**config.mk**
```make
export PLATFORM = sky130hd
export DESIGN_NAME = data_field_scrambler
export DESIGN_NICKNAME = d
export VERILOG_FILES = /design/src/pkg/scrambler_pkg.sv /design/src/rtl/beat_fifo.sv /design/src/rtl/data_field_scrambler.sv
export SDC_FILE = /design/constraint.sdc
export NUM_CORES = 1
export LEC_CHECK = 0
export BUFFER_PORTS_ARGS = -buffer_cell sky130_fd_sc_hd__buf_2
export CAP_MARGIN = 20
export CORE_AREA = 2 2 114 116
export CTS_BUF_LIST = sky130_fd_sc_hd__clkbuf_8 sky130_fd_sc_hd__clkbuf_16
export DETAILED_ROUTE_END_ITERATION = 10
export DIE_AREA = 0 0 116 118
export PLACE_DENSITY = 0.75
export SKIP_CTS_REPAIR_TIMING = 1
export SKIP_LAST_GASP = 1
export SYNTH_ARGS = -nofsm -noshare
export SYNTH_HDL_FRONTEND = slang
export SYNTH_SLANG_ARGS = --single-unit
```
**constraint.sdc**
```tcl
create_clock -name clk_sys_i -period 3.6 [get_ports clk_sys_i]
set_input_delay 0.36 -clock clk_sys_i [delete_from_list [all_inputs] [get_ports clk_sys_i]]
set_output_delay 0.36 -clock clk_sys_i [all_outputs]
set_load 0.05 [all_outputs]
```
**src/pkg/scrambler_pkg.sv**
```systemverilog
// Constants and carriers for the data field scrambler.
// Assumes a single byte-rate clock domain.
package scrambler_pkg;
    localparam int LFSR_W      = 15;
    localparam int BYTE_W      = 8;
    localparam int FIELD_LEN   = 9424;
    localparam int CNT_W       = 14;
    localparam int FIFO_DEPTH  = 8;
    localparam logic [LFSR_W-1:0] TAP_MASK_DEFAULT = 15'h0003;
    localparam logic [LFSR_W-1:0] LFSR_RESET = 15'h0001;
    localparam logic [CNT_W-1:0]  CNT_RESET  = 14'h0000;

    // Byte kinds carried beside the data
    typedef enum logic [1:0] {
        KIND_DATA,
        KIND_RESYNC,
        KIND_REFERENCE,
        KIND_LOCK
    } byte_kind_e;

    typedef struct packed {
        logic [7:0] data;
        byte_kind_e kind;
        logic       first;
    } stream_beat_s;
endpackage

```
**src/rtl/beat_fifo.sv**
```systemverilog
// Small flip-flop FIFO with valid/ready on both sides.
// Assumes same clock and reset as its user.
`timescale 1ns/1ps
module beat_fifo #(
    parameter int WIDTH = 11,
    parameter int DEPTH = 8
) (
    input  wire logic             clk_sys_i,
    input  wire logic             rst_n_i,
    input  wire logic             en_i,
    input  wire logic [WIDTH-1:0] in_data_i,
    input  wire logic             in_valid_i,
    output logic                  in_ready_o,
    output logic      [WIDTH-1:0] out_data_o,
    output logic                  out_valid_o,
    input  wire logic             out_ready_i
);
    localparam int AW = $clog2(DEPTH);

    typedef struct packed {
        logic [DEPTH-1:0][WIDTH-1:0] mem;
        logic [AW-1:0]               wr;
        logic [AW-1:0]               rd;
        logic [AW:0]                 cnt;
    } fifo_state_s;

    fifo_state_s s_q;
    fifo_state_s s_d;
    logic        push;
    logic        pop;

    assign in_ready_o  = (s_q.cnt != DEPTH[AW:0]);
    assign out_valid_o = (s_q.cnt != '0);
    assign out_data_o  = s_q.mem[s_q.rd];
    assign push        = in_valid_i && in_ready_o;
    assign pop         = out_valid_o && out_ready_i;

    always_comb begin
        s_d = s_q;
        if (push) begin
            s_d.mem[s_q.wr] = in_data_i;
            s_d.wr = (s_q.wr == AW'(DEPTH - 1)) ? '0 : s_q.wr + 1'b1;
        end
        if (pop) begin
            s_d.rd = (s_q.rd == AW'(DEPTH - 1)) ? '0 : s_q.rd + 1'b1;
        end
        s_d.cnt = s_q.cnt + (AW+1)'(push) - (AW+1)'(pop);
    end

    always_ff @(posedge clk_sys_i or negedge rst_n_i) begin
        if (!rst_n_i) begin
            s_q <= '0;
        end else if (en_i) begin
            s_q <= s_d;
        end
    end
endmodule

```
**src/rtl/data_field_scrambler.sv**
```systemverilog
// Data field scrambler/descrambler with preset per sector.
// Assumes upstream marks the first byte of each field and tags inserted bytes.
// Operation
// Only data bytes are XORed; resync, reference and lock bytes pass unchanged.
// On encode the block sits after check-byte generation and before pattern insertion.
// On decode the same block sits after pattern removal and before ECC checking.
// A 15-stage register supplies its low 8 stages as the scrambling byte per 8-bit shift.
// At each field start the register is preset from the block number's low nibble.
// The preset table is the sixteen listed hex values indexed by that nibble.
// Successive sectors get successive presets, repeating every 16 sectors.
// The first scrambling byte is the preset's low byte without shifting.
// Each later scrambled byte uses the register after eight more shifts.
// Output equals input XOR scrambling byte, identical in both directions.
// Bytes are handled in recording order across the 9424-byte sequence.
// Feedback taps are a parameter mask.
`timescale 1ns/1ps
module data_field_scrambler #(
    parameter logic [14:0] TAP_MASK   = scrambler_pkg::TAP_MASK_DEFAULT,
    parameter int          FIFO_DEPTH = scrambler_pkg::FIFO_DEPTH
) (
    input  wire logic        clk_sys_i,
    input  wire logic        rst_n_i,
    input  wire logic        en_i,
    input  wire logic [3:0]  physical_block_number_i,
    input  wire logic [7:0]  in_data_i,
    input  wire logic [1:0]  in_kind_i,
    input  wire logic        in_first_i,
    input  wire logic        in_valid_i,
    output logic             in_ready_o,
    output logic [7:0]       out_data_o,
    output logic [1:0]       out_kind_o,
    output logic             out_first_o,
    output logic             out_valid_o,
    input  wire logic        out_ready_i,
    output logic [13:0]      byte_index_o
);
    localparam int SW = $bits(scrambler_pkg::stream_beat_s);
    localparam int OW = $clog2(FIFO_DEPTH + 1);

    typedef struct packed {
        logic [14:0]                 lfsr;
        logic [13:0]                 cnt;
        scrambler_pkg::stream_beat_s out;
        logic                        valid;
        logic [OW-1:0]               occ;
        logic                        rdy;
    } scr_state_s;

    scr_state_s                  s_q;
    scr_state_s                  s_d;
    scrambler_pkg::stream_beat_s fifo_in;
    scrambler_pkg::stream_beat_s head;
    logic [SW-1:0]               head_bits;
    logic                        head_valid;
    logic                        head_ready;
    logic                        fifo_ready;
    logic                        push;
    logic                        pop;
    logic                        drain;
    logic [14:0]                 seed;
    logic [14:0]                 stage [9];
    logic [7:0]                  feed;

    function automatic logic [14:0] preset(input logic [3:0] nib);
        unique case (nib)
            4'h0: preset = 15'h0001;
            4'h1: preset = 15'h5500;
            4'h2: preset = 15'h0002;
            4'h3: preset = 15'h2A00;
            4'h4: preset = 15'h0004;
            4'h5: preset = 15'h5400;
            4'h6: preset = 15'h0008;
            4'h7: preset = 15'h2800;
            4'h8: preset = 15'h0010;
            4'h9: preset = 15'h5000;
            4'hA: preset = 15'h0020;
            4'hB: preset = 15'h2001;
            4'hC: preset = 15'h0040;
            4'hD: preset = 15'h4002;
            4'hE: preset = 15'h0080;
            4'hF: preset = 15'h0005;
        endcase
    endfunction

    // Only field data is whitened; inserted patterns must stay recognisable
    function automatic logic is_scrambled(input scrambler_pkg::byte_kind_e kind);
        is_scrambled = (kind == scrambler_pkg::KIND_DATA);
    endfunction

    assign fifo_in = '{
        data:  in_data_i,
        kind:  scrambler_pkg::byte_kind_e'(in_kind_i),
        first: in_first_i
    };

    // FIFO decouples upstream from downstream stalls
    beat_fifo #(
        .WIDTH (SW),
        .DEPTH (FIFO_DEPTH)
    ) u_fifo (
        .clk_sys_i   (clk_sys_i),
        .rst_n_i     (rst_n_i),
        .en_i        (en_i),
        .in_data_i   (fifo_in),
        .in_valid_i  (in_valid_i),
        .in_ready_o  (fifo_ready),
        .out_data_o  (head_bits),
        .out_valid_o (head_valid),
        .out_ready_i (head_ready)
    );

    assign head       = scrambler_pkg::stream_beat_s'(head_bits);
    assign head_ready = !s_q.valid || out_ready_i;
    assign push       = in_valid_i && fifo_ready;
    assign pop        = head_valid && head_ready;
    assign drain      = s_q.valid && out_ready_i;
    assign seed       = preset(physical_block_number_i);

    // Eight one-bit steps per byte; left shift with parity feedback into r0
    assign stage[0] = s_q.lfsr;
    for (genvar g = 0; g < 8; g++) begin : g_step
        assign feed[g]      = ^(stage[g] & TAP_MASK);
        assign stage[g + 1] = {stage[g][13:0], feed[g]};
    end

    always_comb begin
        s_d = s_q;
        if (drain) begin
            s_d.valid = 1'b0;
        end
        if (pop) begin
            s_d.valid = 1'b1;
            s_d.out   = head;
            if (is_scrambled(head.kind)) begin
                if (head.first) begin
                    s_d.lfsr = seed;
                    s_d.cnt  = 14'h0001;
                end else begin
                    s_d.lfsr = stage[8];
                    s_d.cnt  = s_q.cnt + 14'h0001;
                end
                s_d.out.data = head.data ^ s_d.lfsr[7:0];
            end
        end
        // Mirror of the queue fill so ready leaves from a register
        s_d.occ = s_q.occ + OW'(push) - OW'(pop);
        s_d.rdy = (s_d.occ != OW'(FIFO_DEPTH));
    end

    always_ff @(posedge clk_sys_i or negedge rst_n_i) begin
        if (!rst_n_i) begin
            s_q.lfsr  <= scrambler_pkg::LFSR_RESET;
            s_q.cnt   <= scrambler_pkg::CNT_RESET;
            s_q.out   <= '0;
            s_q.valid <= 1'b0;
            s_q.occ   <= '0;
            s_q.rdy   <= 1'b1;
        end else if (en_i) begin
            s_q <= s_d;
        end
    end

    assign in_ready_o   = s_q.rdy;
    assign out_data_o   = s_q.out.data;
    assign out_kind_o   = s_q.out.kind;
    assign out_first_o  = s_q.out.first;
    assign out_valid_o  = s_q.valid;
    assign byte_index_o = s_q.cnt;
endmodule

```
==> flow_results.org <==
** STA
- Summed over all failing endpoints, the final setup total negative slack is 0 ns.
- FMAX :: 357 MHz
- Clock skew on the completed layout was measured at 0.0142 ns.
- Setup repair after global routing left no endpoint under its margin.
- The tightest hold path in the finished design has a slack of -0.0252 ns.
- Setup violations remaining at the end of the flow were counted as 0.
- Worst setup slack after layout :: 0.802 ns
- At the pin with the least slew margin, the transition time is 0.799 ns.
- Number of hold violations in the final report :: 49
- The number of max-slew violations in the final report is 0.
- After layout, the minimum clock period comes to 2.80 ns.
- Period utilization :: 0.777
- The worst pin sits at a relative slew slack of 0.467.

** Synth
- Synthesis produced a netlist with a net count of 568.
- Most used flip-flop cell after synthesis :: sky130_fd_sc_hd__dfrtp_1
- Number of enable-type register cells in the synthesized netlist :: 0
- For this run, the number of Yosys warnings is 0.
- Yosys mapped the design onto 59 distinct sky130hd cell types.
- Average size of a mapped cell :: 12.7 um2
- Top cell type's share of synthesized area :: 0.478
- The biggest area contributor in the post-synthesis netlist is sky130_fd_sc_hd__dfrtp_1.
- Number of synthesized register bits :: 131
- FFs w/ async S/R, synth :: 1.00
- After synthesis the cells add up to 6760 um2.
- Ranked by total cell area, the synthesized netlist is headed by sky130_fd_sc_hd__dfrtp_1, sky130_fd_sc_hd__mux2_2, sky130_fd_sc_hd__mux4_2.
- For this run, the register share of the synthesized area comes to 0.486.
- After technology mapping, the gate count stands at 531.

** Power
- The share of total power dissipated in sequential elements is 0.338.
- Power Dens Cells :: 1010 nW/um2
- Part of the power in the clock network :: 0.231
- Summed over all nets, the switching power comes to 2.79 mW.
- Leakage component of the power :: 3.42 nW
- Of the total power, the share spent switching nets is 0.364.
- The internal portion of the total power is 4.86 mW.
- Highest ir drop seen on vdd :: 417 uV
- Relative contribution of combinational cells to total power :: 0.431

** Cells and area
- Number of antenna repair diodes :: 0
- From synthesis to final layout, the design area changed by 12.4%.
- In the final layout, the share of cells above drive strength 1 is 0.383.
- In the final design database the tool counted 596 nets.
- Most used cells in the layout excluding fill and tap cells :: sky130_fd_sc_hd__dfrtp_1, sky130_fd_sc_hd__mux2_2, sky130_fd_sc_hd__buf_2
- Leading cell type in the layout, fill and taps excluded :: sky130_fd_sc_hd__dfrtp_1

** Outcome
- Run status :: finished with violations
- Violated checks :: negative hold slack

** Placement
- Placement-stage worst setup slack :: 0.799 ns
- Half-perimeter wire length of the detailed placement result :: 9.24 mm
- The congestion estimate from routability-driven global placement came to 0.795.
- In this run the tool buffered the top-level ports with 46 buffer cells.

** Clock network
- Number of buffers created by CTS :: 17
- CTS Root Buffer Type :: sky130_fd_sc_hd__clkbuf_16
- H-tree levels :: 4
- TritonCTS built the clock tree.
- Clock tree synthesis found a total of 131 sinks.
- Clock latency on the worst-skew pair, taken at its later pin, is 0.43 ns.
- Clock slew at reported path FFs :: 0.06 ns
- Counting along the longest clock path gives a buffer depth of 2.

** Drt
- Using the TritonRoute via totals, the vias-per-cell ratio works out to 5.72.
- Before antenna repair, the detailed router went through 4 iterations.
- Detailed-route DRC error count :: 0
- Routed length per placed instance :: 18.5 um
- The detailed router placed 4,236 vias in this run.
- After detailed routing, the total wire length is 13.7 mm.
- ANT nets after route :: 0
- Number of DRC violations after detailed-routing iteration 0 :: 352

** Worst setup path
- Launching instance or port of the critical path :: u_fifo.s_q[4]$_DFFE_PN0P_
- The worst register-to-register path begins at u_fifo.s_q[4]$_DFFE_PN0P_.
- CP Capture Type :: flip-flop
- The critical path goes through mux4_1, mux2_2, mux2_4, nor4bb_1, or3_1.
- Kind of start point of the critical path :: flip-flop
- The critical path in this run is classified as reg -> reg.
- Arrival time reported for the critical path endpoint :: 3.10 ns
- Largest fanout on the critical path :: 29
- CP required :: 3.90 ns
- Biggest cell delay along the critical path :: 0.68 ns
- Crit path max-delay cell type :: sky130_fd_sc_hd__dfrtp_1

** Global route
- Antenna violations before repair :: 0
- Global-route wire length before repair :: 22.7 mm
- The number of global-route vias before repair came to 4,467.
- Entering global routing, the biggest net connects 82 pins.
- Global-route usage over all layers :: 0.219
- After global routing the overflow that remains totals 0.

** Die
- 47 I/O pins were placed.
- Die footprint :: 13,700 um2
- Row generation in the floorplan step produced 41 rows.
- The core region is 12,400 um2.
- Die H :: 118 um
- Initial standard-cell utilization of the core :: 0.544
- Horizontal die dimension :: 116 um

** Min path
- In this run the worst hold path is classified as in -> async.

** Job
- Across the run, the number of max-cap violations was 0.
[cells by family (layout without fill, tap and decap cells)]
kind of cell | count (synthesis) | count (layout) | share of synthesized area
simple gates | 93 | 93 | 0.0694
mux | 133 | 133 | 0.255
xor+xnor | 7 | 7 | 0.00907
fa+ha+maj | 17 | 17 | 0.0337
buf+inv | 66 | 104 | 0.0565
compound gates | 84 | 84 | 0.0911
flops | 131 | 131 | 0.486
[through the flow]
step | utilization | instance area (um2) | cells | total power, mW | hold slack [ns]
after global placement | 0.563 | 6990 | 712 | 5.69 | 0.431
final | 0.612 | 7600 | 741 | 7.65 | -0.0252
after global routing | 0.612 | 7600 | 741 | 8.14 | 0.0307
after CTS | 0.612 | 7600 | 741 | 7.70 | -0.00210
after detailed placement | 0.563 | 6990 | 712 | 5.89 | 0.449
after floorplan | - | 6760 | 531 | 5.29 | 0.0644
[sequential cells by signal, indices dropped and copies added (netlist names)]
name          flops
out_first_o       1
byte_index_o     14
out_kind_o        2
u_fifo.s_q       98
out_valid_o       1
out_data_o        8
in_ready_o        1
s_q               6
[path summary, 6_finish.rpt]
kind | cells past startpoint | endpoint | slack [ns]
setup / recovery | 5 | out_data_o[0]$_DFFE_PN0P_ | 0.80
hold / removal | 1 | s_q[3]$_DFFE_PN0P_ | -0.03
setup reg to reg | 5 | out_data_o[0]$_DFFE_PN0P_ | 0.80
hold reg to reg | 2 | out_data_o[7]$_DFFE_PN0P_ | 0.49
max in group asynchronous | 2 | u_fifo.s_q[92]$_DFFE_PN0P_ | 2.77
min in group clk_sys_i | 2 | u_fifo.s_q[18]$_DFFE_PN0P_ | 0.25
[critical path: cells and delay by family, from the launching register on]
family	cells	cell delay, ns
and+or+nand+nor	2	0.50
DFF	1	0.68
muxes	3	1.49
[Yosys cell counts, types with 9 or more instances]
library cell              number
sky130_fd_sc_hd__dfrtp_1     129
sky130_fd_sc_hd__inv_1        16
sky130_fd_sc_hd__mux4_2       16
sky130_fd_sc_hd__mux2i_1      11
sky130_fd_sc_hd__o31ai_2       9
sky130_fd_sc_hd__mux2_2       95
sky130_fd_sc_hd__o21ai_1      16
sky130_fd_sc_hd__ha_1         15
sky130_fd_sc_hd__nand3_1       9
sky130_fd_sc_hd__nor2_1       18
sky130_fd_sc_hd__buf_4        24
sky130_fd_sc_hd__nand2_1      26
sky130_fd_sc_hd__a21oi_1       9
sky130_fd_sc_hd__buf_2        11
[layout make-up]
class | count | area (um2)
clock inverter | 11 | 164
fill | 957 | 4820
sequential | 131 | 3280
inverter | 16 | 60.1
tap | 172 | 215
clock buffer | 18 | 439
timing repair buffer | 59 | 343
multi-input combinational | 334 | 3090
[per-layer routing]
metal	share of wire	GRT usage
met1	0.43	0.279
met2	0.50	0.347
met3	0.040	0.0669
met4	0.028	0.0863
met5	0	0
[power groups by stage]
stage / registers [mW] / logic (mW) / clock network (mW)
5_1_grt: 2.67 / 3.60 / 1.87
6_report: 2.58 / 3.30 / 1.77
4_1_cts: 2.58 / 3.32 / 1.80
2_1_floorplan: 2.43 / 2.86 / 0
3_3_place_gp: 2.55 / 3.15 / 0
3_5_place_dp: 2.60 / 3.29 / 0
(Power assumes the default switching activity.)
